**src/link_diag_defs.vh**
```
// Purpose: Constants for the link diagnostic and physical-layer access registers
// Assumes: 50 MHz core clock; documented bit 0 is the most significant hardware bit
// Notes:   Hardware bit index = 31 - documented bit index
//
// Behaviour
// - Unlock and snoop bits always writable; other diagnostic bits writable only when unlocked.
// - Each host test access advances the internal RAM address counter by one.
// - Snoop enable makes the receiver accept every packet in snoop layout.
// - Busy select chooses ack_busyB when set, ack_busyA when clear, for next refusal.
// - Arbitration reset gap flag sets when bus idles for an arbitration reset gap.
// - Fair gap flag sets when bus idles for a subaction gap.
// - Address clear resets RAM address counter and clears control-bit mismatch flag.
// - Each test write stores the test control-bit value into RAM bit 33.
// - In test mode a RAM control bit unequal to test value sets mismatch flag.
// - Test mode active only with test bit and unlock both set; bits 9-31 reserved.
// - Access register upper half carries requests, lower half holds physical-layer replies.
// - Read request bit sends register read, then clears once the serialiser accepts it.
// - Write request bit sends register write with address and byte, then self-clears.
// - Target address in bits 4-7, write byte in bits 8-15, bits 2-3 reserved.
// - Returned address goes to bits 20-23, returned byte to bits 24-31.
// - New physical-layer register information updates fields and raises the info interrupt.
// - Bit 0 is most significant; request half bits 0-15, response half 16-31.
// - Debug register shows request state bits 16-19, transmit state bits 20-23.
// - Debug register shows receive data 24-26, status 27-28, acknowledge 29-31.
`ifndef LINK_DIAG_DEFS_VH
`define LINK_DIAG_DEFS_VH

`define CLK_PERIOD_NS   20
`define FAIR_GAP_NS     1000
`define ARB_GAP_NS      2000
`define FAIR_GAP_CYC    ((`FAIR_GAP_NS + `CLK_PERIOD_NS - 1) / `CLK_PERIOD_NS)
`define ARB_GAP_CYC     ((`ARB_GAP_NS + `CLK_PERIOD_NS - 1) / `CLK_PERIOD_NS)
`define GAP_CNT_W       8

`define ADDR_DIAG       8'h20
`define ADDR_ACCESS     8'h24
`define ADDR_STATE      8'h28
`define ADDR_MEMORY_SELFTEST_MODE    8'h80
`define REG_RESET       32'h00000000
`define RAM_ADDR_W      8

`define D_SNOOP         31
`define D_BUSY          30
`define D_ARB           29
`define D_FAIR          28
`define D_UNLOCK        27
`define D_ADRCLR        26
`define D_TAGVAL        25
`define D_TAGERR        24
`define D_SELFTEST      23
`define D_LOCKED_MASK   32'h88000000
`define D_LOCKED_MASK_V 32'hFF800000

`define A_RD            31
`define A_WR            30
`define A_TADDR_HI      27
`define A_TADDR_LO      24
`define A_WBYTE_HI      23
`define A_WBYTE_LO      16
`define A_RADDR_HI      11
`define A_RADDR_LO      8
`define A_RBYTE_HI      7
`define A_RBYTE_LO      0

`define S_REQ_HI        15
`define S_REQ_LO        12
`define S_TX_HI         11
`define S_TX_LO         8
`define S_RXD_HI        7
`define S_RXD_LO        5
`define S_RXS_HI        4
`define S_RXS_LO        3
`define S_RXA_HI        2
`define S_RXA_LO        0

`define LREQ_TYPE_RD    3'h1
`define LREQ_TYPE_WR    3'h5
`define LREQ_LEN_RD     5'h09
`define LREQ_LEN_WR     5'h11
`define LREQ_W          17

`define PHY_CTL_IDLE    2'h0
`define PHY_CTL_STATUS  2'h1
`define STAT_PAIRS      3'h7

`endif

```
**src/link_diag_regs.v**
```verilog
// Purpose: Diagnostic, physical-layer access and interface state registers
// Assumes: Host bus on core clock; RAM returns read data one cycle after its read strobe
// Notes:   Physical-layer pins pass two flip-flops before any logic looks at them
`timescale 1ns/1ps
`include "link_diag_defs.vh"
module link_diag_regs (
   input  wire                   core_clk_i,
   input  wire                   rst_i,
   input  wire [7:0]             host_addr_i,
   input  wire [31:0]            host_wdata_i,
   input  wire                   host_wr_i,
   input  wire                   host_rd_i,
   output reg  [31:0]            host_rdata_o,
   output reg                    host_ack_o,
   input  wire [1:0]             phy_ctl_i,
   input  wire [1:0]             phy_data_i,
   output reg                    phy_lreq_o,
   output reg                    phy_info_received_irq_o,
   output reg                    snoop_all_enable_o,
   output reg                    busy_ack_select_o,
   output reg                    memory_selftest_mode_o,
   output reg  [`RAM_ADDR_W-1:0] ram_addr_o,
   output reg  [31:0]            ram_wdata_o,
   output reg                    ram_tag_o,
   output reg                    ram_we_o,
   output reg                    ram_re_o,
   input  wire [31:0]            ram_rdata_i,
   input  wire                   ram_tag_i,
   input  wire [3:0]             tx_iface_fsm_state_i,
   input  wire [2:0]             rx_data_iface_fsm_state_i,
   input  wire [2:0]             rx_ack_fsm_state_i
);
   // Diagnostic fields
   reg                    snoop_all_enable;
   reg                    busy_ack_select;
   reg                    arb_reset_gap_seen;
   reg                    fair_gap_seen;
   reg                    register_write_unlock;
   reg                    test_tag_bit_value;
   reg                    tag_mismatch;
   reg                    memory_selftest_bit;
   // Access register fields
   reg                    phy_read_request;
   reg                    phy_write_request;
   reg [3:0]              phy_target_addr;
   reg [7:0]              phy_write_byte;
   reg [3:0]              phy_returned_addr;
   reg [7:0]              phy_returned_byte;
   // Self-test path
   reg [`RAM_ADDR_W-1:0]  ram_ptr;
   reg [1:0]              rd_pipe;
   // Pin synchronisers and gap counter
   reg [1:0]              ctl_meta;
   reg [1:0]              ctl_sync;
   reg [1:0]              data_meta;
   reg [1:0]              data_sync;
   reg [`GAP_CNT_W-1:0]   idle_cnt;

   wire                   selftest_active;
   wire                   wr_diag;
   wire                   wr_access;
   wire                   test_access;
   wire                   req_accepted;
   wire                   lreq_bit;
   wire [3:0]             req_state;
   wire                   stat_valid;
   wire [3:0]             stat_addr;
   wire [7:0]             stat_byte;
   wire [1:0]             rx_status_state;
   wire [31:0]            diag_word;
   wire [31:0]            access_word;
   wire [31:0]            state_word;
   wire [31:0]            diag_next;

   // Lockable diagnostic bits only take host writes while unlocked
   function [31:0] masked_write;
      input [31:0] old_val;
      input [31:0] new_val;
      input [31:0] mask;
      begin
         masked_write = (old_val & ~mask) | (new_val & mask);
      end
   endfunction

   function addr_hit;
      input [7:0] addr;
      input [7:0] target;
      begin
         addr_hit = (addr == target);
      end
   endfunction

   assign selftest_active = memory_selftest_bit & register_write_unlock;
   assign wr_diag         = host_wr_i & addr_hit(host_addr_i, `ADDR_DIAG);
   assign wr_access       = host_wr_i & addr_hit(host_addr_i, `ADDR_ACCESS);
   assign test_access     = selftest_active & addr_hit(host_addr_i, `ADDR_MEMORY_SELFTEST_MODE);

   // Bit 0 as printed is hardware bit 31; address clear always reads zero
   assign diag_word = {snoop_all_enable, busy_ack_select, arb_reset_gap_seen,
                       fair_gap_seen, register_write_unlock, 1'b0, test_tag_bit_value,
                       tag_mismatch, memory_selftest_bit, 23'h000000};

   assign access_word = {phy_read_request, phy_write_request, 2'h0, phy_target_addr,
                         phy_write_byte, 4'h0, phy_returned_addr,
                         phy_returned_byte};

   assign state_word = {16'h0000, req_state, tx_iface_fsm_state_i,
                        rx_data_iface_fsm_state_i, rx_status_state,
                        rx_ack_fsm_state_i};

   assign diag_next = masked_write(diag_word, host_wdata_i,
                                   register_write_unlock ? `D_LOCKED_MASK_V
                                                         : `D_LOCKED_MASK);

   phy_request_tx u_req_tx (
      .core_clk_i (core_clk_i),
      .rst_i      (rst_i),
      .start_rd_i (phy_read_request),
      .start_wr_i (phy_write_request),
      .addr_i     (phy_target_addr),
      .byte_i     (phy_write_byte),
      .accepted_o (req_accepted),
      .lreq_o     (lreq_bit),
      .state_o    (req_state)
   );

   phy_status_rx u_stat_rx (
      .core_clk_i (core_clk_i),
      .rst_i      (rst_i),
      .ctl_i      (ctl_sync),
      .data_i     (data_sync),
      .valid_o    (stat_valid),
      .addr_o     (stat_addr),
      .byte_o     (stat_byte),
      .state_o    (rx_status_state)
   );

   always @(posedge core_clk_i) begin
      if (rst_i) begin
         ctl_meta  <= 2'h0;
         ctl_sync  <= 2'h0;
         data_meta <= 2'h0;
         data_sync <= 2'h0;
      end else begin
         ctl_meta  <= phy_ctl_i;
         ctl_sync  <= ctl_meta;
         data_meta <= phy_data_i;
         data_sync <= data_meta;
      end
   end

   // Idle gap counter saturates so each gap flags once
   always @(posedge core_clk_i) begin
      if (rst_i) begin
         idle_cnt <= {`GAP_CNT_W{1'b0}};
      end else if (ctl_sync != `PHY_CTL_IDLE) begin
         idle_cnt <= {`GAP_CNT_W{1'b0}};
      end else if (idle_cnt != `ARB_GAP_CYC) begin
         idle_cnt <= idle_cnt + {{(`GAP_CNT_W-1){1'b0}}, 1'b1};
      end
   end

   // Diagnostic register; hardware sets win over host writes
   always @(posedge core_clk_i) begin
      if (rst_i) begin
         snoop_all_enable      <= 1'b0;
         busy_ack_select       <= 1'b0;
         arb_reset_gap_seen    <= 1'b0;
         fair_gap_seen         <= 1'b0;
         register_write_unlock <= 1'b0;
         test_tag_bit_value    <= 1'b0;
         tag_mismatch          <= 1'b0;
         memory_selftest_bit   <= 1'b0;
      end else begin
         if (wr_diag) begin
            snoop_all_enable      <= diag_next[`D_SNOOP];
            busy_ack_select       <= diag_next[`D_BUSY];
            arb_reset_gap_seen    <= diag_next[`D_ARB];
            fair_gap_seen         <= diag_next[`D_FAIR];
            register_write_unlock <= diag_next[`D_UNLOCK];
            test_tag_bit_value    <= diag_next[`D_TAGVAL];
            tag_mismatch          <= diag_next[`D_TAGERR];
            memory_selftest_bit   <= diag_next[`D_SELFTEST];
            if (diag_next[`D_ADRCLR]) begin
               tag_mismatch <= 1'b0;
            end
         end
         if (ctl_sync == `PHY_CTL_IDLE && idle_cnt == `ARB_GAP_CYC - 1) begin
            arb_reset_gap_seen <= 1'b1;
         end
         if (ctl_sync == `PHY_CTL_IDLE && idle_cnt == `FAIR_GAP_CYC - 1) begin
            fair_gap_seen <= 1'b1;
         end
         if (rd_pipe[1] && ram_tag_i != test_tag_bit_value) begin
            tag_mismatch <= 1'b1;
         end
      end
   end

   // Self-test RAM path
   always @(posedge core_clk_i) begin
      if (rst_i) begin
         ram_ptr     <= {`RAM_ADDR_W{1'b0}};
         ram_addr_o  <= {`RAM_ADDR_W{1'b0}};
         ram_wdata_o <= 32'h00000000;
         ram_tag_o   <= 1'b0;
         ram_we_o    <= 1'b0;
         ram_re_o    <= 1'b0;
         rd_pipe     <= 2'h0;
      end else begin
         ram_we_o <= 1'b0;
         ram_re_o <= 1'b0;
         rd_pipe  <= {rd_pipe[0], 1'b0};
         if (test_access && (host_wr_i || host_rd_i)) begin
            ram_addr_o <= ram_ptr;
            ram_ptr    <= ram_ptr + {{(`RAM_ADDR_W-1){1'b0}}, 1'b1};
            if (host_wr_i) begin
               ram_we_o    <= 1'b1;
               ram_wdata_o <= host_wdata_i;
               ram_tag_o   <= test_tag_bit_value;
            end else begin
               ram_re_o   <= 1'b1;
               rd_pipe[0] <= 1'b1;
            end
         end else if (wr_diag && diag_next[`D_ADRCLR]) begin
            ram_ptr <= {`RAM_ADDR_W{1'b0}};
         end
      end
   end

   // Access register; request bits clear once the serialiser takes them
   always @(posedge core_clk_i) begin
      if (rst_i) begin
         phy_read_request  <= 1'b0;
         phy_write_request <= 1'b0;
         phy_target_addr   <= 4'h0;
         phy_write_byte    <= 8'h00;
         phy_returned_addr <= 4'h0;
         phy_returned_byte <= 8'h00;
      end else begin
         if (req_accepted) begin
            if (phy_read_request) begin
               phy_read_request <= 1'b0;
            end else begin
               phy_write_request <= 1'b0;
            end
         end
         if (wr_access) begin
            if (host_wdata_i[`A_RD]) begin
               phy_read_request <= 1'b1;
            end
            if (host_wdata_i[`A_WR]) begin
               phy_write_request <= 1'b1;
            end
            phy_target_addr <= host_wdata_i[`A_TADDR_HI:`A_TADDR_LO];
            phy_write_byte  <= host_wdata_i[`A_WBYTE_HI:`A_WBYTE_LO];
         end
         if (stat_valid) begin
            phy_returned_addr <= stat_addr;
            phy_returned_byte <= stat_byte;
         end
      end
   end

   // Host read data and acknowledge; unmapped reads return zero
   always @(posedge core_clk_i) begin
      if (rst_i) begin
         host_rdata_o <= `REG_RESET;
         host_ack_o   <= 1'b0;
      end else begin
         host_ack_o <= 1'b0;
         if (rd_pipe[1]) begin
            host_rdata_o <= ram_rdata_i;
            host_ack_o   <= 1'b1;
         end else if (host_wr_i) begin
            host_ack_o <= 1'b1;
         end else if (host_rd_i && !test_access) begin
            host_ack_o <= 1'b1;
            if (addr_hit(host_addr_i, `ADDR_DIAG)) begin
               host_rdata_o <= diag_word;
            end else if (addr_hit(host_addr_i, `ADDR_ACCESS)) begin
               host_rdata_o <= access_word;
            end else if (addr_hit(host_addr_i, `ADDR_STATE)) begin
               host_rdata_o <= state_word;
            end else begin
               host_rdata_o <= `REG_RESET;
            end
         end
      end
   end

   // Mode and event outputs from flip-flops
   always @(posedge core_clk_i) begin
      if (rst_i) begin
         snoop_all_enable_o      <= 1'b0;
         busy_ack_select_o       <= 1'b0;
         memory_selftest_mode_o  <= 1'b0;
         phy_info_received_irq_o <= 1'b0;
         phy_lreq_o              <= 1'b0;
      end else begin
         snoop_all_enable_o      <= snoop_all_enable;
         busy_ack_select_o       <= busy_ack_select;
         memory_selftest_mode_o  <= selftest_active;
         phy_info_received_irq_o <= stat_valid;
         phy_lreq_o              <= lreq_bit;
      end
   end
endmodule

```
**src/phy_request_tx.v**
```verilog
// Purpose: Serialises register read and write requests onto the request line
// Assumes: One bit per core clock, start bit first, stop bit last
// Notes:   Read requests carry no data byte and are shorter
`timescale 1ns/1ps
`include "link_diag_defs.vh"
module phy_request_tx (
   input  wire       core_clk_i,
   input  wire       rst_i,
   input  wire       start_rd_i,
   input  wire       start_wr_i,
   input  wire [3:0] addr_i,
   input  wire [7:0] byte_i,
   output reg        accepted_o,
   output reg        lreq_o,
   output wire [3:0] state_o
);
   localparam ST_IDLE  = 1'b0;
   localparam ST_SHIFT = 1'b1;

   reg                  state;
   reg [`LREQ_W-1:0]    shreg;
   reg [4:0]            remain;

   assign state_o = {3'h0, state};

   always @(posedge core_clk_i) begin
      if (rst_i) begin
         state      <= ST_IDLE;
         shreg      <= {`LREQ_W{1'b0}};
         remain     <= 5'h00;
         accepted_o <= 1'b0;
         lreq_o     <= 1'b0;
      end else begin
         accepted_o <= 1'b0;
         case (state)
            ST_IDLE: begin
               lreq_o <= 1'b0;
               // Read wins when both are pending
               if (start_rd_i) begin
                  shreg      <= {1'b1, `LREQ_TYPE_RD, addr_i, 1'b0, 8'h00};
                  remain     <= `LREQ_LEN_RD;
                  accepted_o <= 1'b1;
                  state      <= ST_SHIFT;
               end else if (start_wr_i) begin
                  shreg      <= {1'b1, `LREQ_TYPE_WR, addr_i, byte_i, 1'b0};
                  remain     <= `LREQ_LEN_WR;
                  accepted_o <= 1'b1;
                  state      <= ST_SHIFT;
               end
            end
            ST_SHIFT: begin
               lreq_o <= shreg[`LREQ_W-1];
               shreg  <= {shreg[`LREQ_W-2:0], 1'b0};
               remain <= remain - 5'h01;
               if (remain == 5'h01) begin
                  state <= ST_IDLE;
               end
            end
            default: begin
               state <= ST_IDLE;
            end
         endcase
      end
   end
endmodule

```
**src/phy_status_rx.v**
```verilog
// Purpose: Collects register status returns from the physical layer
// Assumes: Inputs already synchronised; two bits per cycle while status is signalled
// Notes:   A transfer cut short is dropped; 16 bits are status, address, data
`timescale 1ns/1ps
`include "link_diag_defs.vh"
module phy_status_rx (
   input  wire       core_clk_i,
   input  wire       rst_i,
   input  wire [1:0] ctl_i,
   input  wire [1:0] data_i,
   output reg        valid_o,
   output reg  [3:0] addr_o,
   output reg  [7:0] byte_o,
   output wire [1:0] state_o
);
   localparam ST_IDLE = 2'h0;
   localparam ST_RECV = 2'h1;

   reg [1:0]  state;
   reg [15:0] shreg;
   reg [2:0]  pairs;

   assign state_o = state;

   always @(posedge core_clk_i) begin
      if (rst_i) begin
         state   <= ST_IDLE;
         shreg   <= 16'h0000;
         pairs   <= 3'h0;
         valid_o <= 1'b0;
         addr_o  <= 4'h0;
         byte_o  <= 8'h00;
      end else begin
         valid_o <= 1'b0;
         case (state)
            ST_IDLE: begin
               if (ctl_i == `PHY_CTL_STATUS) begin
                  shreg <= {14'h0000, data_i};
                  pairs <= 3'h1;
                  state <= ST_RECV;
               end
            end
            ST_RECV: begin
               if (ctl_i != `PHY_CTL_STATUS) begin
                  state <= ST_IDLE;
               end else begin
                  shreg <= {shreg[13:0], data_i};
                  pairs <= pairs + 3'h1;
                  if (pairs == `STAT_PAIRS) begin
                     addr_o  <= shreg[9:6];
                     byte_o  <= {shreg[5:0], data_i};
                     valid_o <= 1'b1;
                     state   <= ST_IDLE;
                  end
               end
            end
            default: begin
               state <= ST_IDLE;
            end
         endcase
      end
   end
endmodule

```
**config.mk**
```make
export PLATFORM = sky130hd
export DESIGN_NAME = link_diag_regs
export DESIGN_NICKNAME = d
export VERILOG_FILES = /design/src/link_diag_regs.v /design/src/phy_request_tx.v /design/src/phy_status_rx.v
export VERILOG_INCLUDE_DIRS = /design/src /design/src/src
export SDC_FILE = /design/constraint.sdc
export NUM_CORES = 1
export LEC_CHECK = 0
export BUFFER_PORTS_ARGS = -buffer_cell sky130_fd_sc_hd__buf_2
export CAP_MARGIN = 15
export CORE_ASPECT_RATIO = 1.2
export CORE_UTILIZATION = 58
export CTS_CLUSTER_DIAMETER = 30
export DETAILED_ROUTE_END_ITERATION = 8
export PLACE_DENSITY = 0.93
export SLEW_MARGIN = 10
export SYNTH_ARGS = -nofsm -noshare
export SYNTH_HDL_FRONTEND = slang
export SYNTH_SLANG_ARGS = --single-unit
```
**constraint.sdc**
```tcl
create_clock -name core_clk_i -period 5.5 [get_ports core_clk_i]
set_input_delay 1.1 -clock core_clk_i [delete_from_list [all_inputs] [get_ports core_clk_i]]
set_output_delay 1.1 -clock core_clk_i [all_outputs]
set_load 0.01 [all_outputs]
```
# After elaboration in Yosys (flattened, before gate mapping)
# Index checks and enable logic that the tools add are counted.
[totals] in_bits=91 output_inout_bits=81 elab_cells=155 regBits=194
[op_classes] n_bitwise=12 muxes=51 eq_ne=18 addsub=4 n_reduce_logical=26
[ops] op="$mux W32" n=5
[ops] op="$and A32 B32 Y32" n=2
[ops] op="$mux W17" n=2
[ops] op="$pmux W17 S2" n=1
[ops] op="$eq A8 B6 Y1 const B" n=4
[ops] op="$not A32 Y32" n=1
[ops] op="$or A32 B32 Y32" n=1
[ops] op="$mux W31" n=1
[ops] op="$mux W1" n=24
[ops] op="$mux W10" n=2
[ops] op="$pmux W10 S2" n=1
[ops] op="$add A8 B1 Y8 const B" n=2
[ops] op="$mux W8" n=2
[ops] op="$reduce_bool A2 Y1" n=7
[ops] op="$mux W13" n=1
[ops] op="$mux W5" n=2
[ops] op="$pmux W5 S2" n=1
[ops] op="$eq A8 B7 Y1 const B" n=1
[ops] op="$eq A8 B8 Y1 const B" n=1
[ops] op="$ne A8 B7 Y1 const B" n=1
[ops] op="$logic_and A1 B1 Y1" n=6
[ops] op="$mux W2" n=3
[ops] op="$mux W3" n=2
[ops] op="$ne A2 B1 Y1 const B" n=3
[ops] op="21 further kinds" n=35

# Depth between registers and ports, before layout
[logic_depth] word_depth=7 ltp_mapped=7 ltp_nobuf=6

# Hierarchy
# A second synthesis with hierarchy kept.
[unflattened] cells_unflattened=899 area_unflattened_um2=7763.7
[modules_own_cells] module="link_diag_regs" cells_per_inst=655 n_inst=1 area_per_inst_um2=5632.9 seq_area_each_um2=2802.7
[modules_own_cells] module="phy_request_tx" cells_per_inst=124 n_inst=1 area_per_inst_um2=1134.8 seq_area_each_um2=480.5
[modules_own_cells] module="phy_status_rx" cells_per_inst=120 n_inst=1 area_per_inst_um2=996.0 seq_area_each_um2=540.5

# Worst setup path before layout
# No wires, ideal clock.
[synth_timing] path_kind="input-to-reg" start="in host_addr_i[2]" end="reg ram_ptr[2]" setup_ps=59 arrival_time_ps=2765 required_time_ps=5441 slack_ps=2676 cell_stages=7 n_path_buf=3 path_cell_list="buf_6 -> or4_4 -> buf_6 -> or4_4 -> buf_6 -> nor3b_1 -> a211o_1"
[synth_between] elab_chain_cells=4 word_cells_on_any_way=8 cone_classes="eq/ne: 2; mux: 1; bitwise: 2; reduce/logical: 3"
[synth_lines] item="start, declared" line_no="link_diag_regs.v:9" text="input wire [7:0] host_addr_i,"
[synth_lines] item="$eq A8 B8 Y1 or $eq A8 B6 Y1 (tied branches)" line_no="link_diag_regs.v:89" text="addr_hit = (addr == target);"
[synth_lines] item="$and A1 B1 Y1, on equally long branches" line_no="link_diag_regs.v:96, link_diag_regs.v:94"
[synth_lines] item="$logic_and A1 B1 Y1, on equally long branches" line_no="link_diag_regs.v:214, link_diag_regs.v:225"
[synth_lines] item="$mux W8 or $reduce_bool A2 Y1 (tied branches)"
[synth_lines] item="end signal, assigned" line_no="link_diag_regs.v:203" text="ram_ptr <= {`RAM_ADDR_W{1'b0}};"
[synth_lines] item="end signal, assigned" line_no="link_diag_regs.v:216" text="ram_ptr <= ram_ptr + {{(`RAM_ADDR_W-1){1'b0}}, 1'b1};"
[synth_lines] item="end signal, assigned" line_no="link_diag_regs.v:226" text="ram_ptr <= {`RAM_ADDR_W{1'b0}};"
[synth_lines] item="end, declared" line_no="link_diag_regs.v:50" text="reg [`RAM_ADDR_W-1:0] ram_ptr;"
# Parallel ways exist; a longest one is shown, timed or not.
# A chain may end at the register's enable or synchronous reset.

# Final worst setup path
[layout_timing] start="in host_addr_i[2]" end="reg host_rdata_o[22]"
[layout_between] elab_chain_cells=6 word_cells_on_any_way=13 cone_classes="eq/ne: 3; mux: 5; bitwise: 1; reduce/logical: 4"
[layout_lines] item="$eq A8 B6 Y1 or $eq A8 B8 Y1 (tied branches)" line_no="link_diag_regs.v:89"
[layout_lines] item="$mux W32 or $and A1 B1 Y1 (tied branches)" line_no="link_diag_regs.v:281, link_diag_regs.v:96"
[layout_lines] item="$mux W32 or $logic_not A1 Y1 (tied branches)" line_no="link_diag_regs.v:279, link_diag_regs.v:277"
[layout_lines] item="$mux W32 or $logic_and A1 B1 Y1 (tied branches)" line_no="link_diag_regs.v:277" text="end else if (host_rd_i && !test_access) begin"
[layout_lines] item="$mux W32 or $reduce_bool A2 Y1 (tied branches)"
[layout_lines] item="$mux W32 or $reduce_and A2 Y1 (tied branches)"
[layout_lines] item="end signal, assigned" line_no="link_diag_regs.v:273" text="host_rdata_o <= ram_rdata_i;"
[layout_lines] item="end signal, assigned" line_no="link_diag_regs.v:280" text="host_rdata_o <= diag_word;"
[layout_lines] item="end signal, assigned" line_no="link_diag_regs.v:282" text="host_rdata_o <= access_word;"
[layout_lines] item="end, declared" line_no="link_diag_regs.v:13" text="output reg [31:0] host_rdata_o,"
# Parallel ways exist; a longest one is shown, timed or not. The select of a mux whose other input is x is not followed.

==> metrics.yaml <==
clock_tree:
  cts_setup_buffers: 0
  clock_latency_ns: 0.43
  cts_tree: "yes"
  clockRootBuffer: "clkbuf_16"
  hold_buffers: 0
  cts_htree_levels: 4
  cts_sinks: 191
  clk_pin_slew_ns: 0.07
  post_cts_resized: 0
  clockBufferDepth: 2
  numCtsBuffers: 17
timing:
  min_period_ns: 3.04
  layout_setup_ws_ns: 2.46
  clock.fmax_ghz: 0.329
  drv_slew: 0
  worst_slew_pin_slew_ns: 0.999
  fin_skew_ns: 0.00714
  timing.final.crit_share_pct: 55.2
  rsz0062_at_grt: "no"
  slew_headroom_pct: 33.2
  final-hold-violation-count: 0
  setup_viol: 0
  fin_setup_tns_ns: 0
synthesis:
  ys_warn_count: 0
  netlist.top_cell.by_area: "dfxtp_1"
  synth-seq-cells: 191
  synth.avg_cell_area_sq_um: 8.72
  synthCells: 878
  synth_nets: 977
  synth-edff-count: 0
  yosysTopAreaCellShare_pct: 49.9
  ys.flop_type: "dfxtp_1"
  yosysSeqAreaShare_pct: 49.9
  netlist_area_sq_mm: 0.00766
  synth_area_leaders: "dfxtp_1 50%, nand2_1 8.3%, a21oi_1 6.6%"
  async_reset_ff_share_pct: 0
  synth.distinct_cells: 55
cells_and_area:
  fin_area_sq_mm: 0.00913
  final_cells: 1191
  drive_gt1_share_pct: 22.8
  syn_to_final_growth_pct: 19.1
  mostFrequentLayoutCell: "dfxtp_1"
  layout_common_cells: "191 x dfxtp_1, 170 x buf_2, 169 x nand2_1"
  num-nets-final: 1114
floorplanning:
  rows: 45
  pin_count: 172
  coreArea_sq_mm: 0.0128
  die_area_sq_mm: 0.0137
  start_util_pct: 59.9
  fp.dieH_microns: 128
  fp.dieW_microns: 107
run:
  drv_cap: 0
routing:
  drc: 0
  drtAntennaViolNets: 0
  avgRoutedWirePerCell_microns: 16.1
  route.vias.total: 6948
  drt_first_pass_iters: 5
  drt-initial-drc-count: 514
  avgViaCountPerCell: 5.83
  routed_wl_microns: 19100
critical_path:
  cp_max_fo: 19
  max_stage_delay_ns: 0.73
  crit_path_cell_trace: "buf_2 -> nor4_1 -> a31oi_2 -> nor3_2 -> o2bb2ai_1"
  criticalPathCategory: "in2reg"
  required_ns: 5.85
  worstPathArrival_ns: 3.39
  startpoint_type: "input port"
  crit_slowest_cell: "nor4_1"
  cp-end-kind: "register"
status:
  status: "finished, final reports clean"
global_route:
  grt_max_degree: 87
  grt_usage_pct: 28.1
  grt_pass1_vias: 6350
  use_met1_pct: 34.3
  globalRouteMet2Util_pct: 45.9
  grtUsageMet3_pct: 5.54
  antenna_found_initial: 1
  grt.overflow.total: 0
  grt.busiest_layer: "met2"
  grt_pass1_wl_microns: 30200
power_and_ir_drop:
  total_power_uw: 2710
  ir_drop_mv: 0.263
  power_density_mw_per_mm2: 297
  leakage_uw: 0.00359
place:
  io_buffers: 171
  place_ws_ns: 2.08
  dp_hpwl_microns: 13200
  place.gp.congestion: 0.944
  dp_cells: 1160
  post_dp_cell_area_sq_mm: 0.00855
min_path:
  hp-class: "reg2reg"
metal layers:
layer  up-vias  wire length (microns)
met3        67                   1220
met5         -                      0
li1       3347                      -
met2       279                   9170
met4         0                    851
met1      3255                   7900
synthesized netlist by cell type, drive strengths merged (5+ instances only):
master and instances:
a221oi 5, mux2 11, a22o 11, o21ai 7, a22oi 17, nor4 14
clkbuf 45, mux2i 35, nor3 16, a311oi 13, nor2 72, dfxtp 191
nor2b 19, or2 5, o31ai 6, buf 16, a21oi 101, or3 5
inv 11, o2bb2ai 10, nand2 169, xor2 5, ha 8, nand3 35
per-stage QoR:
stage	util (%)	hold slack, ns
6_report	71.4	0.435
5_1_grt	71.4	0.460
4_1_cts	71.4	0.436
3_5_place_dp	66.9	0.421
3_3_place_gp	66.9	0.419
2_1_floorplan	-	0.414
worst max-delay path: cells and delay by family:
kind,cells,cell delay (ns)
AOI/OAI and AO/OA,2,0.71
buffers and inverters,1,0.18
and+or+nand+nor,2,1.39
sequential cells by signal (all words and copies together), names as in the netlist, 3 cells and up, named ones only:
register           count
host_rdata_o          32
ram_wdata_o           32
u_req_tx.shreg        16
u_stat_rx.shreg       10
idle_cnt               8
phy_returned_byte      8
phy_write_byte         8
ram_addr_o             8
ram_ptr                8
u_stat_rx.byte_o       8
u_req_tx.remain        5
phy_returned_addr      4
phy_target_addr        4
u_stat_rx.addr_o       4
u_stat_rx.pairs        3
layout make-up:
class / count / area (sq um)
multi-input cells: 614 / 3560
fillers: 904 / 3650
clock buffers: 23 / 488
repair buffers: 179 / 918
well taps: 164 / 205
diodes: 2 / 5.00
flip-flops and latches: 191 / 3820
inverters: 12 / 45.0
clock inverters: 6 / 83.8
report_power, final:
group | switching [uW] | internal [uW]
logic | 73.7 | 43.5
clock network | 490 | 709
registers | 7.19 | 1390
total | 571 | 2140
final timing paths:
check / from / end / slack [ns] / cells after the start
worst min register to register: data_meta[1]$_SDFF_PP0_ / data_sync[1]$_SDFF_PP0_ / 0.44 / 1
worst max register to register: rd_pipe[1]$_SDFF_PP0_ / host_rdata_o[4]$_SDFFE_PP0P_ / 3.24 / 5
worst max-delay path: host_addr_i[2] / host_rdata_o[22]$_SDFFE_PP0P_ / 2.46 / 5
worst min-delay path: data_meta[1]$_SDFF_PP0_ / data_sync[1]$_SDFF_PP0_ / 0.44 / 1
logic make-up (layout without fill, tap and decap cells):
| group | after synthesis | after routing | synth area share, % |
|---|---|---|---|
| and+or+nand+nor | 364 | 364 | 22.0 |
| adders and majority gates | 8 | 8 | 1.31 |
| DFF | 191 | 191 | 49.9 |
| xor gates and xnor gates | 8 | 8 | 0.915 |
| buffers and inverters | 73 | 220 | 4.00 |
| muxes | 46 | 46 | 6.19 |
| other | 0 | 2 | 0 |
| AOI/OAI and AO/OA | 188 | 188 | 15.7 |
No activity file was read; power rests on OpenSTA's default activity.
